===== config.mk =====
export PLATFORM = sky130hd
export DESIGN_NAME = bcld_decoder
export DESIGN_NICKNAME = d
export VERILOG_FILES = /design/src/core/bcld_pkg.sv /design/src/core/bcld_decoder.sv
export SDC_FILE = /design/constraint.sdc
export NUM_CORES = 1
export LEC_CHECK = 0
export BUFFER_PORTS_ARGS = -buffer_cell sky130_fd_sc_hd__buf_2
export CORE_UTILIZATION = 54
export DETAILED_ROUTE_END_ITERATION = 7
export HOLD_SLACK_MARGIN = 0.06
export PLACE_DENSITY_LB_ADDON = 0.2
export SLEW_MARGIN = 20
export SYNTH_ARGS = -nofsm -noshare
export SYNTH_HDL_FRONTEND = slang
export SYNTH_SLANG_ARGS = --single-unit

===== constraint.sdc =====
create_clock -name pclk -period 3.1 [get_ports pclk]
set_clock_uncertainty 0.15 [all_clocks]
set_input_delay 0.155 -clock pclk [delete_from_list [all_inputs] [get_ports pclk]]
set_output_delay 0.155 -clock pclk [all_outputs]
set_load 0.005 [all_outputs]

===== src/core/bcld_pkg.sv =====
// Purpose: constants and types for the bit, control and literal decoder
// Assumes: 16-bit instruction words, 8-bit file addresses widened to 12 bits
// Notes:   register offsets are byte addresses on a 32-bit apb bus
package bcld_pkg;

  // apb register map
  localparam logic [7:0]  REG_CTRL       = 8'h00;
  localparam logic [7:0]  REG_TIMER_ADDR = 8'h04;
  localparam logic [7:0]  REG_PORT_LO    = 8'h08;
  localparam logic [7:0]  REG_PORT_HI    = 8'h0c;
  localparam logic [7:0]  REG_STATUS     = 8'h10;
  localparam logic [7:0]  REG_COUNT      = 8'h14;

  // control field positions and reset values
  localparam int          CTRL_ENABLE_BIT = 0;
  localparam int          CTRL_PRESC_BIT  = 1;
  localparam logic        CTRL_ENABLE_RST = 1'b1;
  localparam logic        CTRL_PRESC_RST  = 1'b0;
  localparam logic [11:0] TIMER_ADDR_RST  = 12'h000;
  localparam logic [11:0] PORT_LO_RST     = 12'hfff;
  localparam logic [11:0] PORT_HI_RST     = 12'h000;
  localparam int          STATUS_CYC_POS  = 8;
  localparam int          STATUS_PEND_POS = 12;

  // status flag and update mask positions
  localparam int          FLG_C  = 0;
  localparam int          FLG_DC = 1;
  localparam int          FLG_Z  = 2;
  localparam int          FLG_OV = 3;
  localparam int          FLG_N  = 4;
  localparam logic [4:0]  MASK_NONE  = 5'h00;
  localparam logic [4:0]  MASK_ARITH = 5'h1f;
  localparam logic [4:0]  MASK_LOGIC = 5'h14;

  // access bank split and bank numbers
  localparam logic [7:0]  ACCESS_SPLIT = 8'h60;
  localparam logic [3:0]  ACCESS_LOW   = 4'h0;
  localparam logic [3:0]  ACCESS_HIGH  = 4'hf;

  // cycle counts
  localparam logic [1:0]  CYC_ONE   = 2'h1;
  localparam logic [1:0]  CYC_TWO   = 2'h2;
  localparam logic [1:0]  CYC_THREE = 2'h3;

  typedef enum logic [1:0] {
    ST_WORD1 = 2'b01,
    ST_WORD2 = 2'b10
  } bcld_state_type;

  typedef enum logic [4:0] {
    OP_NOP, OP_CLEAR_ONE_BIT, OP_SET_ONE_BIT, OP_INVERT_ONE_BIT,
    OP_SKIP_WHEN_BIT_LOW, OP_SKIP_WHEN_BIT_HIGH, OP_BRANCH_COND,
    OP_JUMP_RELATIVE_ALWAYS, OP_RELATIVE_SUBROUTINE_JUMP, OP_ABSOLUTE_CALL,
    OP_ABSOLUTE_JUMP, OP_WATCHDOG_KICK, OP_STANDBY, OP_PUSH, OP_POP,
    OP_INTERRUPT_RETURN, OP_SUB_RETURN, OP_RETURN_WITH_CONSTANT,
    OP_ADD_CONSTANT, OP_SUBTRACT_FROM_CONSTANT, OP_AND_CONSTANT,
    OP_OR_CONSTANT, OP_XOR_CONSTANT, OP_LOAD_CONSTANT, OP_MULTIPLY_CONSTANT,
    OP_LOAD_BANK_NUMBER, OP_LOAD_POINTER_REGISTER, OP_PROGRAM_MEMORY_READ,
    OP_PROGRAM_MEMORY_WRITE
  } bcld_op_type;

  // one decoded instruction
  typedef struct packed {
    logic        first;       // first word of a two-word pair
    bcld_op_type op;
    logic [11:0] file_addr;
    logic [2:0]  bit_pos;
    logic [7:0]  literal;
    logic [10:0] offset;
    logic [19:0] target;
    logic        fast;
    logic [1:0]  ptr_index;
    logic [11:0] literal12;
    logic [1:0]  tbl_mode;
    logic [2:0]  cond_sel;
    logic [1:0]  cycles;
    logic [4:0]  flag_mask;
    logic        taken;
    logic        use_pins;
    logic        clr_presc;
    logic        wdt_upd;
    logic        int_upd;
  } bcld_dec_type;

endpackage


===== src/core/bcld_decoder.sv =====
// Purpose: decoder for bit, control, literal and table instructions
// Assumes: fetch unit and datapath run on pclk; flags and bank are current
// Notes:   two-word pairs yield one result, on the second word
// Behaviour
// - bit clear, set, toggle; pins, no flags
// - bit test skips take one, two, three cycles
// - conditional branch on eight flag tests
// - relative jump and call, eleven-bit offset
// - absolute call, low byte plus fast bit
// - absolute jump, low byte first word
// - 1111 words and zero word are nops
// - watchdog kick and standby update status bits
// - push and pop return stack top
// - interrupt return and subroutine return, fast restore
// - return loading constant, two cycles
// - add and subtract constant, arithmetic flags
// - and, or, xor constant; zero, negative
// - load and multiply constant, no flags
// - load bank number low nibble
// - two-word load of twelve-bit pointer
// - table read with four pointer modes
// - table write with four pointer modes
// - bit modify on timer clears prescaler
// - access bit picks access bank or bank
// - absolute targets are twenty bits wide
//
// Implementation choices: the APB slave port and the address map.
`timescale 1ns/1ps
module bcld_decoder (
  input  wire logic                 pclk,
  input  wire logic                 presetn,
  input  wire logic                 psel,
  input  wire logic                 penable,
  input  wire logic                 pwrite,
  input  wire logic [7:0]           paddr,
  input  wire logic [31:0]          pwdata,
  output logic [31:0]               prdata,
  output logic                      pready,
  output logic                      pslverr,
  input  wire logic                 instr_valid,
  input  wire logic [15:0]          instr_word,
  input  wire logic [15:0]          next_word,
  input  wire logic [3:0]           bank_select,
  input  wire logic [4:0]           status_flags,
  input  wire logic                 tested_bit,
  output logic                      dec_valid,
  output bcld_pkg::bcld_op_type     dec_op,
  output logic [11:0]               dec_file_addr,
  output logic [2:0]                dec_bit_pos,
  output logic [7:0]                dec_literal,
  output logic [10:0]               dec_offset,
  output logic [19:0]               dec_target,
  output logic                      dec_fast,
  output logic [1:0]                dec_ptr_index,
  output logic [11:0]               dec_literal12,
  output logic [1:0]                dec_tbl_mode,
  output logic [2:0]                dec_cond_sel,
  output logic [1:0]                dec_cycles,
  output logic [4:0]                dec_flag_mask,
  output logic                      dec_taken,
  output logic                      dec_use_pins,
  output logic                      dec_clr_presc,
  output logic                      dec_wdt_upd,
  output logic                      dec_int_upd
);
  import bcld_pkg::*;

  typedef struct packed {
    bcld_state_type state;
    logic [15:0]    first_word;
    logic           ctrl_enable;
    logic           ctrl_presc;
    logic [11:0]    timer_addr;
    logic [11:0]    port_lo;
    logic [11:0]    port_hi;
    logic [15:0]    count;
    logic [31:0]    prdata;
    logic           dec_valid;
    bcld_dec_type   dec;
  } bcld_regs_type;

  bcld_regs_type r_r;
  bcld_regs_type r_nxt;
  logic          accept;
  logic          mapped;
  bcld_dec_type  word_dec;

  // true when the word would be the head of a two-word pair, and for any 1100 word
  function automatic logic is_two_word(input logic [15:0] w);
    is_two_word = (w[15:9] == 7'b1110_110) || (w[15:9] == 7'b1110_111) ||
                  (w[15:12] == 4'hc);
  endfunction

  // single word decode; two-word heads are flagged and merged later
  function automatic bcld_dec_type decode_word(
    input logic [15:0] w, input logic [15:0] nw, input logic [3:0] bank_select_register,
    input logic [4:0] fl, input logic tb, input logic presc,
    input logic [11:0] tmr, input logic [11:0] plo, input logic [11:0] phi);
    bcld_dec_type d;
    logic         cond;
    d           = '0;
    d.op        = OP_NOP;
    d.cycles    = CYC_ONE;
    d.flag_mask = MASK_NONE;
    d.literal   = w[7:0];
    d.bit_pos   = w[11:9];
    d.offset    = w[10:0];
    d.cond_sel  = w[10:8];
    d.fast      = w[0];
    d.tbl_mode  = w[1:0];
    if (w[8]) begin
      d.file_addr = {bank_select_register, w[7:0]};
    end else if (w[7:0] < ACCESS_SPLIT) begin
      d.file_addr = {ACCESS_LOW, w[7:0]};
    end else begin
      d.file_addr = {ACCESS_HIGH, w[7:0]};
    end
    // branch condition: zero, carry, overflow, negative and inverses
    case (w[10:9])
      2'b00:   cond = fl[FLG_Z];
      2'b01:   cond = fl[FLG_C];
      2'b10:   cond = fl[FLG_OV];
      default: cond = fl[FLG_N];
    endcase
    cond = cond ^ w[8];
    // unlisted words fall through as nop
    casez (w)
      16'b1001_????_????_????: d.op = OP_CLEAR_ONE_BIT;
      16'b1000_????_????_????: d.op = OP_SET_ONE_BIT;
      16'b0111_????_????_????: d.op = OP_INVERT_ONE_BIT;
      16'b1011_????_????_????: begin
        d.op     = OP_SKIP_WHEN_BIT_LOW;
        d.taken  = ~tb;
      end
      16'b1010_????_????_????: begin
        d.op     = OP_SKIP_WHEN_BIT_HIGH;
        d.taken  = tb;
      end
      16'b1110_0???_????_????: begin
        d.op     = OP_BRANCH_COND;
        d.taken  = cond;
        d.cycles = cond ? CYC_TWO : CYC_ONE;
      end
      16'b1101_0???_????_????: begin
        d.op     = OP_JUMP_RELATIVE_ALWAYS;
        d.cycles = CYC_TWO;
        d.taken  = 1'b1;
      end
      16'b1101_1???_????_????: begin
        d.op     = OP_RELATIVE_SUBROUTINE_JUMP;
        d.cycles = CYC_TWO;
        d.taken  = 1'b1;
      end
      16'b1110_110?_????_????: begin
        d.op     = OP_ABSOLUTE_CALL;
        d.first  = 1'b1;
        d.fast   = w[8];
      end
      16'b1110_1111_????_????: begin
        d.op     = OP_ABSOLUTE_JUMP;
        d.first  = 1'b1;
      end
      16'b1110_1110_????_????: begin
        d.op        = OP_LOAD_POINTER_REGISTER;
        d.first     = 1'b1;
        d.ptr_index = w[5:4];
      end
      16'h0004: begin
        d.op      = OP_WATCHDOG_KICK;
        d.wdt_upd = 1'b1;
      end
      16'h0003: begin
        d.op      = OP_STANDBY;
        d.wdt_upd = 1'b1;
      end
      16'h0005: d.op = OP_PUSH;
      16'h0006: d.op = OP_POP;
      16'b0000_0000_0001_000?: begin
        d.op      = OP_INTERRUPT_RETURN;
        d.cycles  = CYC_TWO;
        d.int_upd = 1'b1;
        d.taken   = 1'b1;
      end
      16'b0000_0000_0001_001?: begin
        d.op     = OP_SUB_RETURN;
        d.cycles = CYC_TWO;
        d.taken  = 1'b1;
      end
      16'b0000_1100_????_????: begin
        d.op     = OP_RETURN_WITH_CONSTANT;
        d.cycles = CYC_TWO;
        d.taken  = 1'b1;
      end
      16'b0000_1111_????_????: begin
        d.op        = OP_ADD_CONSTANT;
        d.flag_mask = MASK_ARITH;
      end
      16'b0000_1000_????_????: begin
        d.op        = OP_SUBTRACT_FROM_CONSTANT;
        d.flag_mask = MASK_ARITH;
      end
      16'b0000_1011_????_????: begin
        d.op        = OP_AND_CONSTANT;
        d.flag_mask = MASK_LOGIC;
      end
      16'b0000_1001_????_????: begin
        d.op        = OP_OR_CONSTANT;
        d.flag_mask = MASK_LOGIC;
      end
      16'b0000_1010_????_????: begin
        d.op        = OP_XOR_CONSTANT;
        d.flag_mask = MASK_LOGIC;
      end
      16'b0000_1110_????_????: d.op = OP_LOAD_CONSTANT;
      16'b0000_1101_????_????: d.op = OP_MULTIPLY_CONSTANT;
      16'b0000_0001_0000_????: begin
        d.op      = OP_LOAD_BANK_NUMBER;
        d.literal = {4'h0, w[3:0]};
      end
      16'b0000_0000_0000_10??: begin
        d.op     = OP_PROGRAM_MEMORY_READ;
        d.cycles = CYC_TWO;
      end
      16'b0000_0000_0000_11??: begin
        d.op     = OP_PROGRAM_MEMORY_WRITE;
        d.cycles = CYC_TWO;
      end
      // zero word and stray second words
      default: d.op = OP_NOP;
    endcase
    // skip length depends on the skipped word
    if ((d.op == OP_SKIP_WHEN_BIT_LOW || d.op == OP_SKIP_WHEN_BIT_HIGH) && d.taken) begin
      d.cycles = is_two_word(nw) ? CYC_THREE : CYC_TWO;
    end
    // port targets read back from pins
    if (d.op == OP_CLEAR_ONE_BIT || d.op == OP_SET_ONE_BIT || d.op == OP_INVERT_ONE_BIT) begin
      d.use_pins  = (d.file_addr >= plo) && (d.file_addr <= phi);
      d.clr_presc = presc && (d.file_addr == tmr);
    end
    decode_word = d;
  endfunction

  assign accept   = instr_valid & r_r.ctrl_enable;
  assign word_dec = decode_word(instr_word, next_word, bank_select, status_flags, tested_bit,
                                r_r.ctrl_presc, r_r.timer_addr, r_r.port_lo, r_r.port_hi);
  assign mapped   = (paddr == REG_CTRL) || (paddr == REG_TIMER_ADDR) ||
                    (paddr == REG_PORT_LO) || (paddr == REG_PORT_HI) ||
                    (paddr == REG_STATUS) || (paddr == REG_COUNT);

  // next state: apb slave plus decode pipeline
  always_comb begin
    r_nxt           = r_r;
    r_nxt.dec_valid = 1'b0;
    // read data latched in setup so it stands through the access cycle
    if (psel && !penable && !pwrite) begin
      case (paddr)
        REG_CTRL:       r_nxt.prdata = {30'h0, r_r.ctrl_presc, r_r.ctrl_enable};
        REG_TIMER_ADDR: r_nxt.prdata = {20'h0, r_r.timer_addr};
        REG_PORT_LO:    r_nxt.prdata = {20'h0, r_r.port_lo};
        REG_PORT_HI:    r_nxt.prdata = {20'h0, r_r.port_hi};
        REG_STATUS:     r_nxt.prdata = {19'h0, (r_r.state == ST_WORD2), 2'h0,
                                        r_r.dec.cycles, 3'h0, r_r.dec.op};
        REG_COUNT:      r_nxt.prdata = {16'h0, r_r.count};
        default:        r_nxt.prdata = 32'h0;
      endcase
    end
    // writes land on the access edge; read-only offsets ignore them
    if (psel && penable && pwrite) begin
      case (paddr)
        REG_CTRL: begin
          r_nxt.ctrl_enable = pwdata[CTRL_ENABLE_BIT];
          r_nxt.ctrl_presc  = pwdata[CTRL_PRESC_BIT];
        end
        REG_TIMER_ADDR: r_nxt.timer_addr = pwdata[11:0];
        REG_PORT_LO:    r_nxt.port_lo    = pwdata[11:0];
        REG_PORT_HI:    r_nxt.port_hi    = pwdata[11:0];
        default:        r_nxt.count      = r_r.count;
      endcase
    end
    // decode and publish one result per instruction
    if (accept) begin
      case (r_r.state)
        ST_WORD1: begin
          if (word_dec.first) begin
            r_nxt.first_word = instr_word;
            r_nxt.dec        = word_dec;
            r_nxt.state      = ST_WORD2;
          end else begin
            r_nxt.dec       = word_dec;
            r_nxt.dec_valid = 1'b1;
            r_nxt.count     = r_r.count + 16'h0001;
          end
        end
        ST_WORD2: begin
          r_nxt.state     = ST_WORD1;
          r_nxt.dec_valid = 1'b1;
          r_nxt.count     = r_r.count + 16'h0001;
          if (instr_word[15:12] == 4'hf) begin
            r_nxt.dec.target    = {instr_word[11:0], r_r.first_word[7:0]};
            r_nxt.dec.literal12 = {r_r.first_word[3:0], instr_word[7:0]};
            r_nxt.dec.literal   = instr_word[7:0];
            r_nxt.dec.cycles    = CYC_TWO;
            r_nxt.dec.taken     = (r_r.dec.op != OP_LOAD_POINTER_REGISTER);
            r_nxt.dec.first     = 1'b0;
          end else begin
            // a broken pair drops its head and decodes the new word fresh
            r_nxt.dec = word_dec;
            if (word_dec.first) begin
              r_nxt.first_word = instr_word;
              r_nxt.state      = ST_WORD2;
              r_nxt.dec_valid  = 1'b0;
              r_nxt.count      = r_r.count;
            end
          end
        end
        default: r_nxt.state = ST_WORD1;
      endcase
    end
  end

  // registers; reset loads constants only
  always_ff @(posedge pclk or negedge presetn) begin
    if (!presetn) begin
      r_r             <= '0;
      r_r.state       <= ST_WORD1;
      r_r.ctrl_enable <= CTRL_ENABLE_RST;
      r_r.ctrl_presc  <= CTRL_PRESC_RST;
      r_r.timer_addr  <= TIMER_ADDR_RST;
      r_r.port_lo     <= PORT_LO_RST;
      r_r.port_hi     <= PORT_HI_RST;
      r_r.dec.op      <= OP_NOP;
      r_r.dec.cycles  <= CYC_ONE;
    end else begin
      r_r <= r_nxt;
    end
  end

  // outputs straight from flip-flops except pready, tied high, and pslverr, which is combinational; zero-wait apb answer
  assign prdata        = r_r.prdata;
  assign pready        = 1'b1;
  assign pslverr       = psel & penable & ~mapped;
  assign dec_valid     = r_r.dec_valid;
  assign dec_op        = r_r.dec.op;
  assign dec_file_addr = r_r.dec.file_addr;
  assign dec_bit_pos   = r_r.dec.bit_pos;
  assign dec_literal   = r_r.dec.literal;
  assign dec_offset    = r_r.dec.offset;
  assign dec_target    = r_r.dec.target;
  assign dec_fast      = r_r.dec.fast;
  assign dec_ptr_index = r_r.dec.ptr_index;
  assign dec_literal12 = r_r.dec.literal12;
  assign dec_tbl_mode  = r_r.dec.tbl_mode;
  assign dec_cond_sel  = r_r.dec.cond_sel;
  assign dec_cycles    = r_r.dec.cycles;
  assign dec_flag_mask = r_r.dec.flag_mask;
  assign dec_taken     = r_r.dec.taken;
  assign dec_use_pins  = r_r.dec.use_pins;
  assign dec_clr_presc = r_r.dec.clr_presc;
  assign dec_wdt_upd   = r_r.dec.wdt_upd;
  assign dec_int_upd   = r_r.dec.int_upd;

  logic fresh;
  assign fresh = accept && (r_r.state == ST_WORD1);
endmodule // bcld_decoder


### Yosys cells after proc, flatten, opt, wreduce, memory -nomap -nowiden

Cells that the tools add are included.

* mux-type cells: 44
* bitwise logic cells: 6
* $add $sub $neg: 1
* reductions and logical operators: 36
* equal/unequal tests: 52
* $lt $le $gt $ge: 3

Operators with widths (number)
* $pmux W93 S2: 1
* $pmux W5 S28: 1
* $pmux W16 S6: 1
* $mux W93: 1
* $eq A8 B4 Y1 const B: 10
* $mux W16: 4
* $mux W18: 3
* $eq A16 B3 Y1 const B: 3
* $mux W20: 2
* $mux W12: 3
* $pmux W16 S2: 1
* $eq A15 B4 Y1 const B: 2
* $eq A14 B2 Y1 const B: 2
* $eq A4 B4 Y1 const B: 6
* $eq A7 B7 Y1 const B: 3
* $add A16 B1 Y16 const B: 1
* $eq A16 B2 Y1 const B: 1
* $eq A8 B5 Y1 const B: 2
* $eq A8 B8 Y1 const B: 2
* $mux W8: 2
* $pmux W8 S2: 1
* $eq A5 B5 Y1 const B: 3
* $eq A12 B12 Y1: 1
* $eq A12 B5 Y1 const B: 1
* other kinds (39): 85

* output and inout bits: 126
* register bits after elaboration: 189
* input bits: 88

### Logic depth before layout (Yosys ltp)

* word-level depth: 9
* mapped depth: 10
* gate-level depth less buffers: 9

### Least setup slack after synthesis

Ideal clock, no wire load.

* path kind: register to register
* start point: register r_r[195] (netlist name)
* end point: register r_r[140] (netlist name)
* arrival time: 2.227 ns
* setup slack: 0.600 ns
* stages on the path, launching flop included: 10
* period minus slack after synthesis: 2.500 ns
* cell sequence: dfstp_2 inv_1 ha_1 buf_6 or2_0 a21oi_1 nand3_1 nor2_1 nand4_1 xnor2_1

* longest elaborated chain between the ends: 3

RTL lines
* start, declared: RTL line bcld_decoder.sv:82 `bcld_regs_type r_r;`
* start signal, assigned: RTL line bcld_decoder.sv:334 `r_r <= r_nxt;`
* $eq A2 B2 Y1 / $eq A2 B1 Y1 (equally long branches): RTL line bcld_decoder.sv:282 `case (r_r.state)`
* $pmux W16 S2: RTL line bcld_decoder.sv:282
* $mux W16: RTL line bcld_decoder.sv:281 `if (accept) begin`

Several ways; a longest one is shown, not always the timed one.
A chain may end at the register's enable or synchronous reset.

### Worst setup path in the final report

* start point: input port instr_word[6]
* end point: register r_r, in the netlist dec_use_pins

* longest elaborated chain between the ends: 8

RTL lines
* start, declared: RTL line bcld_decoder.sv:41 `input wire logic [15:0] instr_word,`
* $lt A8 B7 Y1, or another cell as far along: RTL line bcld_decoder.sv:113 `end else if (w[7:0] < ACCESS_SPLIT) begin`
* $mux W12 / $pmux W5 S28 (equally long branches): RTL line bcld_decoder.sv:113, bcld_decoder.sv:127
* $mux W12, or another cell as far along: RTL line bcld_decoder.sv:111 `if (w[8]) begin`
* $ge A12 B12 Y1, or another cell as far along: RTL line bcld_decoder.sv:237 `d.use_pins = (d.file_addr >= plo) && (d.file_addr <= phi);`
* $logic_and A1 B1 Y1 / $logic_or A1 B1 Y1 (equally long branches): RTL line bcld_decoder.sv:237, bcld_decoder.sv:236
* $mux W2 *: RTL line bcld_decoder.sv:236 `if (d.op == OP_CLEAR_ONE_BIT || d.op == OP_SET_ONE_BIT || d.op == OP_INVERT_ONE_BIT) begin`
* $mux W4: RTL line bcld_decoder.sv:298 `if (instr_word[15:12] == 4'hf) begin`
* $pmux W93 S2 *: RTL line bcld_decoder.sv:282

Every way passes the cells marked *; elsewhere a longest branch is shown, timed or not. The select of a mux whose other input is x is not followed.

==> reports/qor.csv <==
stage,metric,value,unit
layout,Seq. cell area,3570,µm²
clock_network,clock-pin slew on the worst setup and hold paths,60,ps
placement,Port Buffer Count,165,
clock_network,Post-CTS Resized,0,
yosys,most area-consuming cells after synthesis,"dfrtp_1 (37%), buf_4 (11%), nand2_1 (6.0%)",
sta,Setup TNS,0,ps
yosys,Ys Warns,0,
critical_path,R2R cell count,9,
placement,Final GP Congestion,0.893,
sta,RSZ-0062 raised after global routing,false,
min_path,hold depth,5,
critical_path,Worst Setup EP,dec_use_pins,
routing,via count,6523,
routing,drt pass-1 iters,5,
pwr,leakage power,0.00485,µW
layout,Filler cells,1311,
sta,"Min Clock Period, post-route",2810,ps
clock_network,H-tree depth,4,
yosys,leading area contributor after synthesis,dfrtp_1,
grt,GR Layer Usage met2,43.1,%
layout,share of cells above drive strength 1,28.9,%
sta,fmax,356,MHz
routing,number of DRC markers in iteration 0,567,
critical_path,Critical Path Sink Type,flop,
grt,grt ovf,0,
critical_path,type of the worst setup path,in2reg,
clock_network,CTS tree,built,
yosys,sequential share of the synthesized area,42.1,%
clock_network,Root Buffer,clkbuf_16,
routing,DR vias/cell,5.46,
critical_path,CP cell instances,dlygate4sd3_1 > buf_2 > a211oi_1 > a21oi_1 > ha_1 > nand2_1 > or3_1 > o21ai_0 > o22ai_1 > a32o_1,
placement,DP HPWL,14.9,mm
yosys,syn_area_per_cell,9.53,µm²
critical_path,CP max-delay cell,dlygate4sd3_1,
floorplan,Core Area,15300,µm²
pwr,PD cells,478,nW/µm²
grt,GRT met1 Usage,37.9,%
grt,largest net degree at the start of global routing,67,
floorplan,# IOs,214,
critical_path,worst r2r dst,r_r[140],
yosys,Synth Register Bits,142,
grt,grt peak-use layer,met2,
clock_network,total CTS buffers,17,
layout,final core utilization,62.0,%
routing,Routed WL per cell,17.7,µm
critical_path,Critical Path Fanout Max,11,
yosys,Synth top area share,37.4,%
floorplan,DIE AREA,16200,µm²
pwr,Int Pwr,3370,µW
grt,met3 Use GR,6.78,%
grt,first-pass GRT wire length,34.1,mm
routing,post-route ant nets,0,
grt,total track usage,27.7,%
yosys,post-synth cell types,77,
clock_network,post-CTS setup repair buffer count,0,
pwr,Combinational Power Share,12.1,%
pwr,fraction of power consumed by sequential logic,43.4,%
yosys,Synth async-reset ratio,100,%
critical_path,Crit. Startpoint,instr_word[6],
critical_path,Critical Path Start Type,input pin,
layout,# diodes,0,
run,max-cap viol count,0,
critical_path,reg2reg start,r_r[195],
yosys,Mapped Cells,891,
layout,Area Overhead vs Synth,11.3,%
outcome,status,finished clean,
sta,Max-Slew Margin vs Limit,47.7,%
critical_path,required time worst endpoint,3260,ps
pwr,Net Sw Frac,25.4,%
critical_path,worst endpoint data arrival time,2970,ps
sta,Tightest Pin Transition,781,ps
clock_network,clock sink count,142,
yosys,synth cell count leaders,"nand2_1 (136), dfrtp_1 (127), buf_4 (124), o21ai_0 (70), inv_1 (36)",
layout,area of the multi-input gates,3640,µm²
pwr,net switching power,1150,µW
yosys,"Primary FF master, synth",dfrtp_1,
sta,Slew Limit Fails,0,
clock_network,worst skew pair latency,420,ps
layout,nets@finish,1085,
grt,vias in the first global route,6420,
clock_network,cts-stage hold buffer count,24,
critical_path,reg2reg setup slack,490,ps
sta,ratio of final minimum period to clock period,90.5,%
pwr,Max VDD drop,0.380,mV
yosys,Post-Synthesis Cell Area,8490,µm²
routing,Remaining DRCs,0,
yosys,top-count cell post-synth,nand2_1,
sta,Final Hold Vio Count,0,
critical_path,"Largest stage delay, worst path",530,ps
pwr,power share of the clock group,44.5,%
floorplan,row count,45,
sta,Setup-failing EPs final,0,
floorplan,DIE HEIGHT,127,µm
grt,initial antenna violation count,0,
floorplan,Die Wd,127,µm
clock_network,clk buf depth,2,
routing,final wirelength,21.2,mm
floorplan,Starting Density,55.7,%
yosys,"EDFF count, synth",0,
min_path,Worst Hold Class,in2reg,
[stage by stage]
| stage | cells | power [µW] | cell area, µm² | setup slack [ps] | hold slack (ps) |
|---|---|---|---|---|---|
| after global routing | 1194 | 4710 | 9460 | 76.7 | 87.6 |
| after global placement | 1138 | 2510 | 8630 | 493 | 34.4 |
| after floorplan | 906 | 2380 | 8550 | 600 | -291 |
| after detailed placement | 1138 | 2510 | 8630 | 474 | 33.6 |
| final | 1194 | 4520 | 9460 | 294 | 85.1 |
| after CTS | 1194 | 4540 | 9460 | 345 | 71.9 |
[registers in the layout, indices dropped and copies added (netlist names)]
register / flops
dec_cycles: 2
dec_valid: 1
dec_use_pins: 1
dec_wdt_upd: 1
dec_int_upd: 1
dec_ptr_index: 2
dec_clr_presc: 1
dec_fast: 1
dec_bit_pos: 3
dec_taken: 1
dec_op: 5
dec_target: 20
r_r: 64
dec_flag_mask: 2
dec_file_addr: 12
dec_literal: 8
prdata: 16
dec_offset: 1
[final cells by class]
type                       instances  share of cell area [%]
multi-input combinational        561                    38.4
sequential                       142                    37.8
timing repair buffer             211                    13.3
clock buffer                      20                    4.93
tap                              211                    2.79
inverter                          37                    1.47
clock inverter                    12                    1.24
[how the worst min path moves through the flow]
stage / startpoint / to
6_report: bank_select[3] / dec_file_addr[11]
5_1_grt: instr_word[2] / r_r[181]
4_1_cts: bank_select[3] / dec_file_addr[11]
3_5_place_dp: presetn / dec_target[3]
3_3_place_gp: presetn / dec_target[3]
2_1_floorplan: presetn / dec_bit_pos[0]
[critical path, delay by kind of cell]
| family | cells | cell delay, ps |
|---|---|---|
| AOI/OAI and AO/OA | 5 | 1230 |
| adders and majority gates | 1 | 340 |
| buffers and inverters | 2 | 770 |
| and+or+nand+nor | 2 | 460 |
[cell usage in the layout (no fill, tap or decap), types with 17 or more instances in the layout]
cell | netlist | layout
buf_2 | 4 | 164
nand2_1 | 136 | 136
dfrtp_1 | 127 | 127
o21ai_0 | 70 | 70
inv_1 | 36 | 36
a21oi_1 | 30 | 30
nor2_1 | 29 | 29
ha_1 | 27 | 27
dlygate4sd3_1 | 0 | 24
xnor2_1 | 23 | 23
buf_4 | 124 | 20
o31ai_1 | 18 | 18
conb_1 | 2 | 17
clkbuf_16 | 0 | 17
[power groups by stage]
stage	logic (µW)	clock network, µW	registers (µW)
2_1_floorplan	395	0	1980
3_5_place_dp	518	0	1990
5_1_grt	610	2130	1970
3_3_place_gp	512	0	1990
6_report	545	2010	1960
4_1_cts	545	2030	1960
[layer usage]
metal | vias to the layer above | share of wire, %
met4 | 0 | 1.7
li1 | 3115 | -
met2 | 250 | 46
met1 | 3130 | 45
met5 | - | 0
met3 | 28 | 7.6
[kinds of logic after synthesis]
| family | Yosys count | share of synthesized area, % |
|---|---|---|
| AO/OA/AOI/OAI | 188 | 14.5 |
| XOR/XNOR | 31 | 3.20 |
| adder cells (fa/ha/maj) | 27 | 3.98 |
| buffers and inverters | 203 | 15.8 |
| flip-flops | 142 | 42.1 |
| multiplexers | 35 | 5.23 |
| other | 2 | 0.0884 |
| AND/OR/NAND/NOR | 263 | 15.2 |
(Power assumes the default switching activity.)
